[config.mk]
export PLATFORM = sky130hd
export DESIGN_NAME = band_norm_quantize_code
export DESIGN_NICKNAME = d
export VERILOG_FILES = /design/src/shared/norm_code_pkg.sv /design/src/rtl/band_norm_quantize_code.sv /design/src/rtl/field_fifo.sv
export SDC_FILE = /design/constraint.sdc
export NUM_CORES = 2
export LEC_CHECK = 0
export BUFFER_PORTS_ARGS = -buffer_cell sky130_fd_sc_hd__buf_2
export CELL_PAD_IN_SITES_DETAIL_PLACEMENT = 1
export CELL_PAD_IN_SITES_GLOBAL_PLACEMENT = 1
export CORE_MARGIN = 3
export CORE_UTILIZATION = 55
export CTS_CLUSTER_DIAMETER = 30
export DETAILED_ROUTE_END_ITERATION = 8
export PLACE_DENSITY_LB_ADDON = 0.1
export SYNTH_ARGS = -nofsm -noshare
export SYNTH_HDL_FRONTEND = slang
export SYNTH_SLANG_ARGS = --single-unit
[constraint.sdc]
create_clock -name CLK_I -period 19.5 [get_ports CLK_I]
set_input_delay 4.875 -clock CLK_I [delete_from_list [all_inputs] [get_ports CLK_I]]
set_output_delay 4.875 -clock CLK_I [all_outputs]
set_load 0.01 [all_outputs]
[src/shared/norm_code_pkg.sv]
// Constants, field layouts and state codes shared by the norm quantizer and its bench.
package norm_code_pkg;

   // Band counts per signal bandwidth.
   localparam int NBANDS_WB = 26;
   localparam int NBANDS_FB = 44;
   localparam int NBANDS_MAX = 44;

   // Norm index scale.
   localparam int IDX_W = 6;
   localparam int SYM_W = 5;
   localparam int IDX_TOP = 34;
   localparam logic [IDX_W-1:0] IDX_MAX_LOW = 6'h1f;
   localparam logic [IDX_W-1:0] IDX_MAX = 6'h27;
   localparam logic [IDX_W-1:0] DIFF_NEG_LIMIT = 6'h0f;
   localparam logic [IDX_W-1:0] DIFF_POS_LIMIT = 6'h10;
   localparam logic [IDX_W-1:0] SYM_OFFSET = 6'h0f;

   // Fraction of the normalised mantissa at which log2 passes a half step (sqrt2 - 1).
   localparam logic [7:0] LOG_FRAC_THR = 8'h6a;

   // Field sizes in the output stream.
   localparam int CODE_W = 16;
   localparam int LEN_W = 5;
   localparam int COST_W = 12;
   localparam logic [LEN_W-1:0] SEL_LEN = 5'h02;
   localparam logic [LEN_W-1:0] FIXED_LEN = 5'h05;

   // Output FIFO depth.
   localparam int FIFO_DEPTH = 32;

   typedef enum logic [1:0] {
      MODE_CTX = 2'b00,
      MODE_RSZ = 2'b01,
      MODE_NORM = 2'b10,
      MODE_PACK = 2'b11
   } mode_type;

   typedef enum logic [3:0] {
      S_ACC = 4'b0000,
      S_LOG = 4'b0001,
      S_DOWN = 4'b0010,
      S_UP = 4'b0011,
      S_COST = 4'b0100,
      S_SEL = 4'b0101,
      S_EMIT_MODE = 4'b0110,
      S_EMIT_FIRST = 4'b0111,
      S_EMIT_SYM = 4'b1000
   } state_type;

   // One bitstream field: code right aligned, sent MSB first over len bits.
   typedef struct packed {
      logic [CODE_W-1:0] code;
      logic [LEN_W-1:0] len;
      logic last;
   } field_type;

   localparam int FIELD_W = CODE_W + LEN_W + 1;

endpackage
[src/rtl/band_norm_quantize_code.sv]
// Per-band norm computation, log quantization, differential constraint and norm coding.
//
// Function
// RQ1 - Norm is RMS of band coefficients; band length is last minus first bin plus one.
// RQ2 - Norms quantized on forty log levels three decibels apart.
// RQ3 - Norm index is thirty-four minus twice log2 of the norm.
// RQ4 - Lowest band index saturates to 0..31, others to 0..39.
// RQ5 - Lowest band index is sent unmodified in five bits.
// RQ6 - Differential index is upper band index minus lower band index.
// RQ7 - Downward pass: lower index takes upper index when difference below minus fifteen.
// RQ8 - Upward pass: difference above sixteen clamps, upper index becomes lower plus sixteen.
// RQ9 - Fifteen is added to each difference, giving symbols 0..31.
// RQ10 - All four schemes are costed and the cheapest is chosen.
// RQ11 - Two-bit scheme code: 0 context, 1 resized, 2 normal Huffman, 3 packing.
// RQ12 - Context of first symbol is lowest index minus bias, then the previous symbol.
// RQ13 - Packing mode writes each symbol as a plain five-bit field.
// RQ14 - Normal Huffman uses the fixed table, 16 as 000 and 0 as 0011010.
// RQ15 - Resized Huffman codes symbols with the low-rate coder's resized table.
// RQ16 - Twenty-six bands for wideband, forty-four for fullband.
// RQ17 - Field order: scheme, lowest band index, then differential codes low to high.
// RQ18 - Reconstructed indices after the passes are kept for bit allocation.
`timescale 1ns/1ps
module band_norm_quantize_code
   import norm_code_pkg::*;
#(
   parameter int COEF_W = 16,
   parameter int BIN_W = 7,
   parameter logic [IDX_W-1:0] CONTEXT_BIAS = 6'h00
) (
   // Clock and reset
   input wire logic CLK_I,
   input wire logic RST_I,
   // Coefficient stream from the transform stage
   input wire logic COEF_VALID_I,
   output logic COEF_READY_O,
   input wire logic signed [COEF_W-1:0] COEF_I,
   input wire logic COEF_BAND_LAST_I,
   input wire logic FULLBAND_I,
   // External context and resized code tables
   output logic [SYM_W-1:0] LUT_SYM_O,
   output logic [SYM_W-1:0] LUT_CTX_O,
   input wire logic [CODE_W-1:0] CTX_CODE_I,
   input wire logic [LEN_W-1:0] CTX_LEN_I,
   input wire logic [CODE_W-1:0] RSZ_CODE_I,
   input wire logic [LEN_W-1:0] RSZ_LEN_I,
   // Field stream to the bitstream writer
   output logic FIELD_VALID_O,
   input wire logic FIELD_READY_I,
   output logic [CODE_W-1:0] FIELD_CODE_O,
   output logic [LEN_W-1:0] FIELD_LEN_O,
   output logic FIELD_LAST_O,
   // Reconstructed norms for bit allocation
   input wire logic [IDX_W-1:0] NORM_ADDR_I,
   output logic [IDX_W-1:0] NORM_IDX_O,
   output logic NORM_VALID_O
);
   localparam int SUM_W = 2 * COEF_W + BIN_W;

   ////////////////////////////////////////////////////////////////////////////////
   // Helpers

   // Log2 in half steps: twice the leading one position, plus one past sqrt2.
   function automatic logic [9:0] log2_half(input logic [SUM_W-1:0] x);
      int p;
      logic [SUM_W-1:0] nx;
      p = 0;
      for (int i = 0; i < SUM_W; i++) begin
         if (x[i]) begin
            p = i;
         end
      end
      nx = x << (SUM_W - 1 - p);
      return 10'(2 * p) + ((nx[SUM_W-2 -: 8] >= LOG_FRAC_THR) ? 10'h001 : 10'h000);
   endfunction

   // Normal Huffman table, returned as {len, code}.
   function automatic logic [LEN_W+6:0] norm_huff(input logic [SYM_W-1:0] s);
      logic [2:0] l;
      logic [6:0] c;
      case (s)
         5'h00: begin l = 3'h7; c = 7'b0011010; end
         5'h01: begin l = 3'h7; c = 7'b0111010; end
         5'h02: begin l = 3'h7; c = 7'b1011010; end
         5'h03: begin l = 3'h7; c = 7'b1111010; end
         5'h04: begin l = 3'h7; c = 7'b0011011; end
         5'h05: begin l = 3'h7; c = 7'b0111011; end
         5'h06: begin l = 3'h7; c = 7'b1011011; end
         5'h07: begin l = 3'h7; c = 7'b1111011; end
         5'h08: begin l = 3'h6; c = 7'b0001100; end
         5'h09: begin l = 3'h6; c = 7'b0011100; end
         5'h0a: begin l = 3'h6; c = 7'b0101100; end
         5'h0b: begin l = 3'h6; c = 7'b0111100; end
         5'h0c: begin l = 3'h4; c = 7'b0000010; end
         5'h0d: begin l = 3'h4; c = 7'b0000110; end
         5'h0e: begin l = 3'h3; c = 7'b0000100; end
         5'h0f: begin l = 3'h3; c = 7'b0000110; end
         5'h10: begin l = 3'h3; c = 7'b0000000; end
         5'h11: begin l = 3'h3; c = 7'b0000010; end
         5'h12: begin l = 3'h4; c = 7'b0001010; end
         5'h13: begin l = 3'h4; c = 7'b0001110; end
         5'h14: begin l = 3'h6; c = 7'b0001110; end
         5'h15: begin l = 3'h6; c = 7'b0011110; end
         5'h16: begin l = 3'h6; c = 7'b0101110; end
         5'h17: begin l = 3'h6; c = 7'b0111110; end
         5'h18: begin l = 3'h7; c = 7'b0011110; end
         5'h19: begin l = 3'h7; c = 7'b0111110; end
         5'h1a: begin l = 3'h7; c = 7'b1011110; end
         5'h1b: begin l = 3'h7; c = 7'b1111110; end
         5'h1c: begin l = 3'h7; c = 7'b0011111; end
         5'h1d: begin l = 3'h7; c = 7'b0111111; end
         5'h1e: begin l = 3'h7; c = 7'b1011111; end
         default: begin l = 3'h7; c = 7'b1111111; end
      endcase
      return {LEN_W'(l), c};
   endfunction

   ////////////////////////////////////////////////////////////////////////////////
   // State

   state_type state;
   logic [IDX_W-1:0] idx [0:NBANDS_MAX-1];
   logic [SUM_W-1:0] sum;
   logic [BIN_W-1:0] bin_cnt;
   logic [IDX_W-1:0] band_cnt;
   logic [IDX_W-1:0] nbands;
   logic [IDX_W-1:0] pos;
   logic [COST_W-1:0] cost [0:3];
   mode_type sel;
   logic norm_valid;

   logic [IDX_W-1:0] lo;
   logic [IDX_W-1:0] hi;
   logic [SYM_W-1:0] sym;
   logic [SYM_W-1:0] prev_sym;
   logic [LEN_W+6:0] nh;
   logic [IDX_W-1:0] new_idx;
   logic [2*COEF_W-1:0] sq;
   field_type fin;
   logic fin_valid;
   logic fin_ready;
   field_type fout;
   logic last_pos;

   assign lo = idx[pos];
   assign hi = idx[pos+1'b1];
   assign sym = SYM_W'(hi - lo + SYM_OFFSET); // RQ6 RQ9
   assign prev_sym = SYM_W'(lo - idx[pos-1'b1] + SYM_OFFSET);
   assign nh = norm_huff(sym); // RQ14
   assign last_pos = (pos == nbands - 6'h02);
   assign sq = (2*COEF_W)'(COEF_I * COEF_I);
   assign COEF_READY_O = (state == S_ACC);
   assign LUT_SYM_O = sym;
   assign LUT_CTX_O = (pos == '0) ? SYM_W'(idx[0] - CONTEXT_BIAS) : prev_sym; // RQ12
   assign NORM_VALID_O = norm_valid;

   ////////////////////////////////////////////////////////////////////////////////
   // Norm index from band energy

   // Mean square is sum over length, so 2*log2(rms) = log2(sum) - log2(len).
   always_comb begin
      int d;
      int r;
      d = int'(log2_half(sum)) - int'(log2_half(SUM_W'(bin_cnt))); // RQ1
      r = IDX_TOP - ((d + 1) >>> 1); // RQ2 RQ3
      if (sum == '0 || r > int'(IDX_MAX)) begin
         r = int'(IDX_MAX);
      end else if (r < 0) begin
         r = 0;
      end
      if (band_cnt == '0 && r > int'(IDX_MAX_LOW)) begin
         r = int'(IDX_MAX_LOW); // RQ4
      end
      new_idx = IDX_W'(r); // RQ4
   end

   ////////////////////////////////////////////////////////////////////////////////
   // Sequencer

   always_ff @(posedge CLK_I) begin
      if (RST_I) begin
         state <= S_ACC;
         sum <= '0;
         bin_cnt <= '0;
         band_cnt <= '0;
         nbands <= IDX_W'(NBANDS_WB);
         pos <= '0;
         norm_valid <= 1'b0;
      end else begin
         case (state)
            S_ACC: begin
               if (band_cnt == '0 && bin_cnt == '0) begin
                  nbands <= FULLBAND_I ? IDX_W'(NBANDS_FB) : IDX_W'(NBANDS_WB); // RQ16
               end
               if (COEF_VALID_I) begin
                  sum <= sum + SUM_W'(sq); // RQ1
                  bin_cnt <= bin_cnt + 1'b1;
                  if (COEF_BAND_LAST_I) begin
                     state <= S_LOG;
                  end
               end
            end
            S_LOG: begin
               sum <= '0;
               bin_cnt <= '0;
               if (band_cnt == '0) begin
                  norm_valid <= 1'b0;
               end
               if (band_cnt == nbands - 1'b1) begin
                  band_cnt <= '0;
                  pos <= nbands - 6'h02;
                  state <= S_DOWN;
               end else begin
                  band_cnt <= band_cnt + 1'b1;
                  state <= S_ACC;
               end
            end
            S_DOWN: begin
               if (pos == '0) begin
                  state <= S_UP;
               end else begin
                  pos <= pos - 1'b1;
               end
            end
            S_UP: begin
               if (last_pos) begin
                  pos <= '0;
                  state <= S_COST;
               end else begin
                  pos <= pos + 1'b1;
               end
            end
            S_COST: begin
               if (last_pos) begin
                  pos <= '0;
                  state <= S_SEL;
               end else begin
                  pos <= pos + 1'b1;
               end
            end
            S_SEL: begin
               state <= S_EMIT_MODE;
            end
            S_EMIT_MODE: begin
               if (fin_ready) begin
                  state <= S_EMIT_FIRST; // RQ17
               end
            end
            S_EMIT_FIRST: begin
               if (fin_ready) begin
                  state <= S_EMIT_SYM; // RQ17
               end
            end
            S_EMIT_SYM: begin
               if (fin_ready) begin
                  if (last_pos) begin
                     pos <= '0;
                     norm_valid <= 1'b1; // RQ18
                     state <= S_ACC;
                  end else begin
                     pos <= pos + 1'b1;
                  end
               end
            end
            default: begin
               state <= S_ACC;
            end
         endcase
      end
   end

   ////////////////////////////////////////////////////////////////////////////////
   // Index array: store, then downward and upward constraint passes

   always_ff @(posedge CLK_I) begin
      if (state == S_LOG) begin
         idx[band_cnt] <= new_idx;
      end else if (state == S_DOWN && lo > hi + DIFF_NEG_LIMIT) begin
         idx[pos] <= hi; // RQ7
      end else if (state == S_UP && hi > lo + DIFF_POS_LIMIT) begin
         idx[pos+1'b1] <= lo + DIFF_POS_LIMIT; // RQ8
      end
   end

   // The array is only stable between frames; readers should check NORM_VALID_O.
   always_ff @(posedge CLK_I) begin
      if (RST_I) begin
         NORM_IDX_O <= '0;
      end else begin
         NORM_IDX_O <= idx[NORM_ADDR_I]; // RQ18
      end
   end

   ////////////////////////////////////////////////////////////////////////////////
   // Scheme costing and selection

   always_ff @(posedge CLK_I) begin
      if (RST_I || state == S_DOWN) begin
         for (int m = 0; m < 4; m++) begin
            cost[m] <= '0;
         end
      end else if (state == S_COST) begin
         cost[MODE_CTX] <= cost[MODE_CTX] + COST_W'(CTX_LEN_I); // RQ10
         cost[MODE_RSZ] <= cost[MODE_RSZ] + COST_W'(RSZ_LEN_I); // RQ15
         cost[MODE_NORM] <= cost[MODE_NORM] + COST_W'(nh[LEN_W+6:7]);
         cost[MODE_PACK] <= cost[MODE_PACK] + COST_W'(FIXED_LEN);
      end
   end

   // Ties go to the lower scheme number.
   always_ff @(posedge CLK_I) begin
      if (RST_I) begin
         sel <= MODE_PACK;
      end else if (state == S_SEL) begin
         if (cost[0] <= cost[1] && cost[0] <= cost[2] && cost[0] <= cost[3]) begin
            sel <= MODE_CTX; // RQ10
         end else if (cost[1] <= cost[2] && cost[1] <= cost[3]) begin
            sel <= MODE_RSZ;
         end else if (cost[2] <= cost[3]) begin
            sel <= MODE_NORM;
         end else begin
            sel <= MODE_PACK;
         end
      end
   end

   ////////////////////////////////////////////////////////////////////////////////
   // Field emission into the output FIFO

   always_comb begin
      fin = '0;
      fin_valid = 1'b0;
      case (state)
         S_EMIT_MODE: begin
            fin_valid = 1'b1;
            fin.code = CODE_W'(sel); // RQ11
            fin.len = SEL_LEN;
         end
         S_EMIT_FIRST: begin
            fin_valid = 1'b1;
            fin.code = CODE_W'(idx[0]); // RQ5
            fin.len = FIXED_LEN;
         end
         S_EMIT_SYM: begin
            fin_valid = 1'b1;
            fin.last = last_pos;
            case (sel)
               MODE_CTX: begin
                  fin.code = CTX_CODE_I;
                  fin.len = CTX_LEN_I;
               end
               MODE_RSZ: begin
                  fin.code = RSZ_CODE_I; // RQ15
                  fin.len = RSZ_LEN_I;
               end
               MODE_NORM: begin
                  fin.code = CODE_W'(nh[6:0]); // RQ14
                  fin.len = nh[LEN_W+6:7];
               end
               default: begin
                  fin.code = CODE_W'(sym); // RQ13
                  fin.len = FIXED_LEN;
               end
            endcase
         end
         default: begin
            fin_valid = 1'b0;
         end
      endcase
   end

   field_fifo #(
      .WIDTH(FIELD_W),
      .DEPTH(FIFO_DEPTH)
   ) u_fifo (
      .clk_i(CLK_I),
      .rst_i(RST_I),
      .in_valid_i(fin_valid),
      .in_ready_o(fin_ready),
      .in_data_i(fin),
      .out_valid_o(FIELD_VALID_O),
      .out_ready_i(FIELD_READY_I),
      .out_data_o(fout)
   );

   assign FIELD_CODE_O = fout.code;
   assign FIELD_LEN_O = fout.len;
   assign FIELD_LAST_O = fout.last;

   ////////////////////////////////////////////////////////////////////////////////
   // Checks

   a_low_band_sat: assert property (@(posedge CLK_I) disable iff (RST_I) // RQ4
      (state == S_LOG && band_cnt == '0) |=> idx[0] <= IDX_MAX_LOW)
      else $error("lowest band index above 31");
   a_band_sat: assert property (@(posedge CLK_I) disable iff (RST_I) // RQ4
      (state == S_LOG) |=> idx[$past(band_cnt)] <= IDX_MAX)
      else $error("band index above 39");
   a_down_copy: assert property (@(posedge CLK_I) disable iff (RST_I) // RQ7
      (state == S_DOWN && lo > hi + DIFF_NEG_LIMIT) |=> idx[$past(pos)] == $past(hi))
      else $error("downward pass did not copy upper index");
   a_up_clamp: assert property (@(posedge CLK_I) disable iff (RST_I) // RQ8
      (state == S_UP && hi > lo + DIFF_POS_LIMIT) |=> idx[$past(pos) + 1'b1] == $past(lo) + 6'h10)
      else $error("upward pass did not clamp to 16");
   a_diff_range: assert property (@(posedge CLK_I) disable iff (RST_I) // RQ9
      (state == S_COST) |-> (hi + DIFF_NEG_LIMIT >= lo) && (hi <= lo + DIFF_POS_LIMIT))
      else $error("constrained difference out of range");
   a_sel_cheapest: assert property (@(posedge CLK_I) disable iff (RST_I) // RQ10
      (state == S_EMIT_MODE) |-> cost[sel] <= cost[0] && cost[sel] <= cost[1]
         && cost[sel] <= cost[2] && cost[sel] <= cost[3])
      else $error("selected scheme is not the cheapest");
   a_sel_field: assert property (@(posedge CLK_I) disable iff (RST_I) // RQ11
      (state == S_EMIT_MODE && fin_ready) |-> fin.len == 5'h02 && fin.code == CODE_W'(sel)
         ##1 state == S_EMIT_FIRST)
      else $error("scheme field wrong or out of order");
   a_first_field: assert property (@(posedge CLK_I) disable iff (RST_I) // RQ5
      (state == S_EMIT_FIRST) |-> fin_valid && fin.len == 5'h05 && fin.code == CODE_W'(idx[0]))
      else $error("lowest band field wrong");
   a_pack_field: assert property (@(posedge CLK_I) disable iff (RST_I) // RQ13
      (state == S_EMIT_SYM && sel == MODE_PACK) |-> fin.len == 5'h05 && fin.code == CODE_W'(sym))
      else $error("packed symbol field wrong");
   a_norm_centre: assert property (@(posedge CLK_I) disable iff (RST_I) // RQ14
      (state == S_EMIT_SYM && sel == MODE_NORM && sym == 5'h10) |-> fin.len == 5'h03
         && fin.code == '0)
      else $error("symbol 16 not coded as 000");
   a_ctx_first: assert property (@(posedge CLK_I) disable iff (RST_I) // RQ12
      (state == S_COST && pos == '0) |-> LUT_CTX_O == SYM_W'(idx[0] - CONTEXT_BIAS))
      else $error("first context not biased lowest index");
   a_ctx_chain: assert property (@(posedge CLK_I) disable iff (RST_I) // RQ12
      (state == S_COST && pos != '0) |-> LUT_CTX_O == $past(LUT_SYM_O))
      else $error("later context is not the previous symbol");
endmodule

[src/rtl/field_fifo.sv]
// Synchronous FIFO with valid/ready on both sides.
`timescale 1ns/1ps
module field_fifo #(
   parameter int WIDTH = 22,
   parameter int DEPTH = 32
) (
   // Clock and reset
   input wire logic clk_i,
   input wire logic rst_i,
   // Fill side
   input wire logic in_valid_i,
   output logic in_ready_o,
   input wire logic [WIDTH-1:0] in_data_i,
   // Drain side
   output logic out_valid_o,
   input wire logic out_ready_i,
   output logic [WIDTH-1:0] out_data_o
);
   localparam int AW = $clog2(DEPTH);

   logic [WIDTH-1:0] mem [0:DEPTH-1];
   logic [AW-1:0] wr_ptr;
   logic [AW-1:0] rd_ptr;
   logic [AW:0] count;
   logic push;
   logic pop;

   assign in_ready_o = (count != (AW+1)'(DEPTH));
   assign out_valid_o = (count != '0);
   assign out_data_o = mem[rd_ptr];
   assign push = in_valid_i && in_ready_o;
   assign pop = out_valid_o && out_ready_i;

   always_ff @(posedge clk_i) begin
      if (push) begin
         mem[wr_ptr] <= in_data_i;
      end
   end

   always_ff @(posedge clk_i) begin
      if (rst_i) begin
         wr_ptr <= '0;
         rd_ptr <= '0;
         count <= '0;
      end else begin
         if (push) begin
            wr_ptr <= (wr_ptr == AW'(DEPTH-1)) ? '0 : wr_ptr + 1'b1;
         end
         if (pop) begin
            rd_ptr <= (rd_ptr == AW'(DEPTH-1)) ? '0 : rd_ptr + 1'b1;
         end
         count <= count + (AW+1)'(push) - (AW+1)'(pop);
      end
   end
endmodule

# Word-level counts from Yosys, hierarchy flattened
# Memory sizes are Yosys's and may differ from the RTL's. A register that Yosys moved wholly into a read port is not among the register bits.
# Index checks and enable logic that the tools add are counted.
# W data, S select, Z words.
# totals
memories	4
out_inout_bits	41
in_bits	70
mem_bits_ro	320
mem_bits_rw	1016
regBits	87
word_cells	235
latchBits	0
# mem_list
memory	words	width	read_ports	rd_clocked_by_memory_dff	write_ports	line	rtl
u_fifo.mem	32	22	1	1	1	field_fifo.sv:21	logic [WIDTH-1:0] mem [0:DEPTH-1];
(no name shown)	32	10	1	0	0	band_norm_quantize_code.sv:80	case (s)
idx	44	6	5	2	1	band_norm_quantize_code.sv:121	logic [IDX_W-1:0] idx [0:NBANDS_MAX-1];
cost	4	12	4	0	4	band_norm_quantize_code.sv:127	logic [COST_W-1:0] cost [0:3];
# classes
multipliers	1
reduce_logical	30
eq_ne	27
order_cmp	13
div_mod_pow	0
n_shift	2
muxes	115
add_sub_neg	28
n_bitwise	4
# ops
op	count
$mux W32	43
$pmux W21 S3	2
$mux W6	13
$pmux W39 S2	1
$le A12 B12 Y1	6
$sub A7 B32 Y32 const A	2
$mux W12	4
$add A39 B32 Y39	1
$logic_not A39 Y1	1
$mux W39	1
$shl A39 B32 Y38	1
$shl A7 B32 Y38	1
$mux W4	9
$pmux W4 S9	1
$gt A32 B6 Y1 const B	1
$mul A16 B16 Y32	1
$mux W1	28
$mux W5	5
$add A12 B5 Y12	2
$pmux W6 S4	1
$add A10 B1 Y10	2
$eq A4 B3 Y1 const B	4
$ge A8 B7 Y1 const B	2
$ne A2 B2 Y1 const B	8
other kinds (48)	80

# Logic depth before layout (Yosys ltp)
# logic_depth
depth_word	54
mapped_depth	38
mapped_depth_nobuf	37

# Modules after synthesis
# A second synthesis with hierarchy kept.
# unflattened
cells_unflattened	4961
hier_area_um2	66656.4
# modules_own_cells
mod	area_each_um2	seq_area_each_um2	n_inst	cells_per_inst
band_norm_quantize_code	38684.6	10950.5	1	3547
field_fifo	27971.8	21560.7	1	1414

# Worst setup path after synthesis
# Ideal clock, no wire load.
# synth_timing
kind	input port to flip-flop
start	input COEF_I[1]
end	register sum[36]
setup_slack_ns	7.170
cell_stages	33
setup_ns	0.128
t_arrival_ns	12.203
required_time_ns	19.372
path_buffers	2
cell_sequence	clkbuf_1 clkbuf_1 nand2_1 fa_1 inv_1 fa_1 inv_1 fa_1 inv_1 fa_1 inv_1 fa_1 inv_1 fa_1 ha_1 or3_1 o311ai_0 a41oi_1 nand2b_1 a21oi_1 xnor2_1 ha_1 a21o_1 a21o_1 a21o_1 a21o_1 a21o_1 a31oi_1 o211ai_1 a21oi_1 nor2b_1 xnor2_1 nor2_1
# synth_between
elab_chain_cells	4
# synth_rtl
element	line	rtl
from (decl)	band_norm_quantize_code.sv:36	input wire logic signed [COEF_W-1:0] COEF_I,
$mul A16 B16 Y32	band_norm_quantize_code.sv:150	assign sq = (2*COEF_W)'(COEF_I * COEF_I);
$add A39 B32 Y39	band_norm_quantize_code.sv:195	sum <= sum + SUM_W'(sq);
$mux W39	band_norm_quantize_code.sv:194	if (COEF_VALID_I) begin
$pmux W39 S2	band_norm_quantize_code.sv:189	case (state)
to (signal assigned)	band_norm_quantize_code.sv:195	
to (decl)	band_norm_quantize_code.sv:122	logic [SUM_W-1:0] sum;
# No other way between the ends. The select of a mux whose other input is x is not followed.
# A chain may end at the register's enable or synchronous reset.

# Worst setup path in the final report
# layout_timing
start	input COEF_I[4]
end	register sum[36]
# The elaborated chain is that of the path after synthesis.

==> metrics.txt <==
# TYPE chip_impl_metric gauge
chip_impl_info{name="ys_dominant_reg_cell",value="sky130_fd_sc_hd__edfxtp_1"} 1
chip_impl_metric{name="syn-instance-count",unit=""} 4717
chip_impl_info{name="grt_setup_unrepaired",value="false"} 1
chip_impl_metric{name="cts_hold_buf",unit=""} 0
chip_impl_metric{name="post_synth_num_cell_types",unit=""} 91
chip_impl_metric{name="max-clock-path-buffers",unit=""} 3
chip_impl_info{name="timing.critical_path.from_type",value="input port"} 1
chip_impl_metric{name="final_core_util",unit="%"} 64.6
chip_impl_info{name="worst-setup-path-type",value="in -> reg"} 1
chip_impl_metric{name="post_cts_resize_count",unit=""} 0
chip_impl_metric{name="setup_total_neg_slack",unit="ns"} 0
chip_impl_info{name="worstSetupEndpointType",value="flop"} 1
chip_impl_metric{name="synth.cell_area",unit="µm²"} 66400
chip_impl_metric{name="totalWireLength",unit="µm"} 215000
chip_impl_info{name="cts_root_buffer",value="sky130_fd_sc_hd__clkbuf_16"} 1
chip_impl_metric{name="global_route.overflow_total",unit=""} 0
chip_impl_metric{name="gp_congestion",unit=""} 0.892
chip_impl_metric{name="wl_met2",unit="µm"} 104000
chip_impl_metric{name="cts-buffers-inserted",unit=""} 219
chip_impl_metric{name="max_freq",unit="MHz"} 80.1
chip_impl_metric{name="avgViaCountPerCell",unit=""} 6.68
chip_impl_metric{name="drt_pre_antenna_iters",unit=""} 5
chip_impl_metric{name="met3WireLength",unit="µm"} 19600
chip_impl_metric{name="pin_count_of_the_biggest_net_entering_global_routing",unit=""} 118
chip_impl_metric{name="synthToLayoutAreaGrowth",unit="%"} 15.6
chip_impl_metric{name="combPwrFrac",unit="%"} 54.3
chip_impl_metric{name="period_minus_slack",unit="ns"} 12.48
chip_impl_metric{name="via_count",unit=""} 44682
chip_impl_metric{name="finalMaxSlewViolations",unit=""} 0
chip_impl_metric{name="grt_first_pass_wirelength",unit="µm"} 322000
chip_impl_metric{name="setup-violations-final",unit=""} 0
chip_impl_metric{name="slew_headroom",unit="%"} 8.87
chip_impl_metric{name="placement_rows",unit=""} 126
chip_impl_metric{name="wl_met1",unit="µm"} 81800
chip_impl_metric{name="fp.dieH",unit="µm"} 353
chip_impl_info{name="min_path_type",value="reg -> reg"} 1
chip_impl_metric{name="area_of_the_core",unit="µm²"} 119000
chip_impl_metric{name="worst-endpoint-arrival",unit="ns"} 13.13
chip_impl_metric{name="ys_async_sr_fraction",unit="%"} 0
chip_impl_metric{name="hold_crit_depth",unit=""} 2
chip_impl_info{name="maxUsedRoutingLayer",value="met5"} 1
chip_impl_metric{name="switching_power_share_of_the_total",unit="%"} 43.0
chip_impl_metric{name="worst-path-buf-inv",unit=""} 6
chip_impl_metric{name="drt_first_iter_violations",unit=""} 4926
chip_impl_metric{name="cts.clk_slew.worst_paths",unit="ns"} 0.05
chip_impl_metric{name="power_density",unit="nW/µm²"} 215
chip_impl_metric{name="leakagePower",unit="nW"} 27.8
chip_impl_metric{name="post_synth.cell_area_avg",unit="µm²"} 14.1
chip_impl_metric{name="synth-seq-cells",unit=""} 1116
chip_impl_metric{name="post_drt_wl_per_cell",unit="µm"} 32.2
chip_impl_metric{name="port_buffers",unit=""} 110
chip_impl_metric{name="final-hold-violation-count",unit=""} 0
chip_impl_metric{name="place.detailed.hpwl",unit="µm"} 130000
chip_impl_metric{name="drtAntennaViolNets",unit=""} 0
chip_impl_metric{name="worst-endpoint-required",unit="ns"} 20.15
chip_impl_metric{name="yosysWarningCount",unit=""} 0
chip_impl_metric{name="reg2regPathDepth",unit=""} 30
chip_impl_metric{name="internal-power",unit="mW"} 9.39
chip_impl_metric{name="clkLatencyLatePin",unit="ns"} 0.88
chip_impl_metric{name="ir_drop",unit="V"} 0.000364
chip_impl_info{name="cts_tree",value="built"} 1
chip_impl_metric{name="post_cts_buffers",unit=""} 0
chip_impl_metric{name="floorplan.initialDensity",unit="%"} 55.8
chip_impl_metric{name="grt_pass1_vias",unit=""} 48077
chip_impl_info{name="cpLargestDelayFamily",value="adder cells"} 1
chip_impl_metric{name="die_area",unit="µm²"} 125000
chip_impl_metric{name="finalCritPeriodShare",unit="%"} 64.0
chip_impl_metric{name="seqPwrFrac",unit="%"} 22.1
chip_impl_metric{name="pwr-share-clk",unit="%"} 23.6
chip_impl_metric{name="track_usage",unit="%"} 34.9
chip_impl_metric{name="worst-path-max-fanout",unit=""} 14
chip_impl_metric{name="drive_above_1_share",unit="%"} 23.6
chip_impl_metric{name="syn_nets",unit=""} 5292
chip_impl_metric{name="sequential_cell_area_fraction_in_the_yosys_report",unit="%"} 49.0
chip_impl_metric{name="ctsHtreeMaxLevel",unit=""} 4
chip_impl_metric{name="synth-edff-count",unit=""} 1016
chip_impl_metric{name="grt_antenna_before_repair",unit=""} 6
chip_impl_metric{name="crit_cells",unit=""} 32
chip_impl_metric{name="tightest_slew",unit="ns"} 1.36
chip_impl_info{name="cp_common_cell",value="sky130_fd_sc_hd__fa_1"} 1
chip_impl_info{name="critical_path.slowest_cell",value="sky130_fd_sc_hd__fa_1"} 1
chip_impl_metric{name="total_of_max_cap_violations",unit=""} 0
chip_impl_metric{name="critical-path-max-stage-delay",unit="ns"} 0.56
chip_impl_metric{name="finalClockSkew",unit="ns"} 0.107
chip_impl_metric{name="layout.nets",unit=""} 5467
chip_impl_metric{name="route.detailed.drc",unit=""} 0
chip_impl_metric{name="p_sw",unit="mW"} 7.10
chip_impl_metric{name="boundary_pins",unit=""} 111
chip_impl_metric{name="die_width",unit="µm"} 353
chip_impl_info{name="status",value="completed"} 1
chip_impl_metric{name="cts_sinks",unit=""} 1116
-- layout make-up --
type	instances	area, µm²
Clock inverter	164	2020
Multi-Input combinational cell	2937	31700
Inverter	432	1620
Antenna cell	4	10.0
Sequential cell	1116	32500
Clock buffer	250	5720
Tap cell	1600	2000
Fill cell	10984	42100
Timing Repair Buffer	186	1150
-- per-layer routing --
metal / vias up / track usage, %
li1: 18306 / -
met1: 23340 / 46.2
met2: 2497 / 56.3
met3: 537 / 7.87
met4: 2 / 14.7
met5: - / 0
-- registers in the layout (all words and copies together) (netlist names), 5 cells and up, named ones only --
signal,cells
u_fifo.count,6
u_fifo.wr_ptr,5
u_fifo.rd_ptr,5
band_cnt,6
u_fifo.mem,704
idx,264
bin_cnt,7
cost,48
sum,39
NORM_IDX_O,6
pos,6
-- power groups by stage --
| stage | combinational, mW | clock, mW | sequential [mW] |
|---|---|---|---|
| 5_1_grt | 9.93 | 4.05 | 3.64 |
| 6_report | 8.95 | 3.90 | 3.64 |
| 4_1_cts | 8.91 | 3.93 | 3.63 |
| 3_5_place_dp | 8.77 | 0 | 3.68 |
| 3_3_place_gp | 8.51 | 0 | 3.67 |
| 2_1_floorplan | 6.18 | 0 | 3.64 |
-- through the flow --
stage               hold WS (ns)  area, µm²  std cells  power, mW  setup slack, ns
detailed placement         0.483      69000       6270       12.4             6.26
global route               0.546      76700       6687       17.6             6.50
CTS                        0.496      76700       6684       16.5             7.06
finish                     0.502      76700       6689       16.5             7.02
global placement           0.479      69000       6270       12.2             6.45
floorplan                  0.455      66400       4717       9.82             7.17
-- worst register-to-register path, delay by kind of cell (launching register included) --
kind | cells | cell delay [ns]
AO/OA/AOI/OAI | 13 | 5.08
buffers and inverters | 6 | 2.16
AND/OR/NAND/NOR | 6 | 1.11
adder cells (fa/ha/maj) | 3 | 0.70
flip-flops | 1 | 0.51
XOR/XNOR | 1 | 0.29
multiplexers | 1 | 0.18
-- cell usage in the layout (no fill, tap or decap), types with 15 or more instances in the layout --
| cell | count |
|---|---|
| sky130_fd_sc_hd__bufinv_16 | 26 |
| sky130_fd_sc_hd__buf_2 | 108 |
| sky130_fd_sc_hd__o211ai_1 | 22 |
| sky130_fd_sc_hd__inv_6 | 19 |
| sky130_fd_sc_hd__nand3_1 | 69 |
| sky130_fd_sc_hd__inv_1 | 429 |
| sky130_fd_sc_hd__o21ai_0 | 121 |
| sky130_fd_sc_hd__clkinv_1 | 22 |
| sky130_fd_sc_hd__mux2_2 | 28 |
| sky130_fd_sc_hd__nand2_1 | 263 |
| sky130_fd_sc_hd__nor2_4 | 32 |
| sky130_fd_sc_hd__clkbuf_1 | 23 |
| sky130_fd_sc_hd__mux4_2 | 529 |
| sky130_fd_sc_hd__ha_1 | 256 |
| sky130_fd_sc_hd__and3_1 | 15 |
| sky130_fd_sc_hd__nor2_1 | 327 |
| sky130_fd_sc_hd__nor4_1 | 21 |
| sky130_fd_sc_hd__a21oi_1 | 195 |
| sky130_fd_sc_hd__a31oi_1 | 24 |
| sky130_fd_sc_hd__mux2i_1 | 92 |
| sky130_fd_sc_hd__edfxtp_1 | 1016 |
| sky130_fd_sc_hd__a21o_1 | 66 |
| sky130_fd_sc_hd__or3_1 | 26 |
| sky130_fd_sc_hd__nand2b_1 | 40 |
| sky130_fd_sc_hd__clkbuf_16 | 223 |
| sky130_fd_sc_hd__xor2_1 | 43 |
| sky130_fd_sc_hd__nor2b_1 | 38 |
| sky130_fd_sc_hd__or2_2 | 16 |
| sky130_fd_sc_hd__clkinvlp_4 | 32 |
| sky130_fd_sc_hd__nor3_1 | 48 |
| sky130_fd_sc_hd__clkinv_2 | 29 |
| sky130_fd_sc_hd__dfxtp_1 | 92 |
| sky130_fd_sc_hd__a211oi_1 | 21 |
| sky130_fd_sc_hd__clkinv_4 | 20 |
| sky130_fd_sc_hd__xnor2_1 | 99 |
| sky130_fd_sc_hd__nand4_1 | 33 |
| sky130_fd_sc_hd__fa_1 | 248 |
| sky130_fd_sc_hd__buf_4 | 76 |
| sky130_fd_sc_hd__and2_1 | 59 |
-- synth_stat cells, types with 44 or more instances --
library cell | n | share of area [%]
sky130_fd_sc_hd__dfxtp_1 | 100 | 3.0
sky130_fd_sc_hd__clkbuf_1 | 157 | 0.89
sky130_fd_sc_hd__inv_1 | 429 | 2.4
sky130_fd_sc_hd__ha_1 | 257 | 4.8
sky130_fd_sc_hd__mux2i_1 | 92 | 1.4
sky130_fd_sc_hd__o21ai_0 | 125 | 0.94
sky130_fd_sc_hd__nor3_1 | 48 | 0.36
sky130_fd_sc_hd__a21o_1 | 67 | 0.76
sky130_fd_sc_hd__xnor2_1 | 102 | 1.3
sky130_fd_sc_hd__fa_1 | 248 | 7.5
sky130_fd_sc_hd__and2_1 | 58 | 0.55
sky130_fd_sc_hd__mux4_2 | 529 | 18
sky130_fd_sc_hd__a21oi_1 | 197 | 1.5
sky130_fd_sc_hd__xor2_1 | 44 | 0.58
sky130_fd_sc_hd__nor2_1 | 362 | 2.0
sky130_fd_sc_hd__edfxtp_1 | 1016 | 46
sky130_fd_sc_hd__nand2_1 | 263 | 1.5
sky130_fd_sc_hd__buf_1 | 58 | 0.33
sky130_fd_sc_hd__nand3_1 | 69 | 0.52
-- kinds of logic after synthesis --
logic type,share of synthesized area (%)
flip-flops,49.0
AO/OA/AOI/OAI,5.81
buffers and inverters,3.83
XOR/XNOR,1.96
AND/OR/NAND/NOR,7.18
adder cells (fa/ha/maj),12.3
multiplexers,19.9
-- final timing paths --
check / start / end / slack [ns]
worst min register to register: u_fifo.rd_ptr[4] / u_fifo.rd_ptr[4] / 0.50
worst min-delay path: u_fifo.rd_ptr[4] / u_fifo.rd_ptr[4] / 0.50
worst max-delay path: COEF_I[4] / sum[36] / 7.02
worst max register to register: sum[5] / idx[29][3] / 9.21
Power figures use the tool's default switching activity.
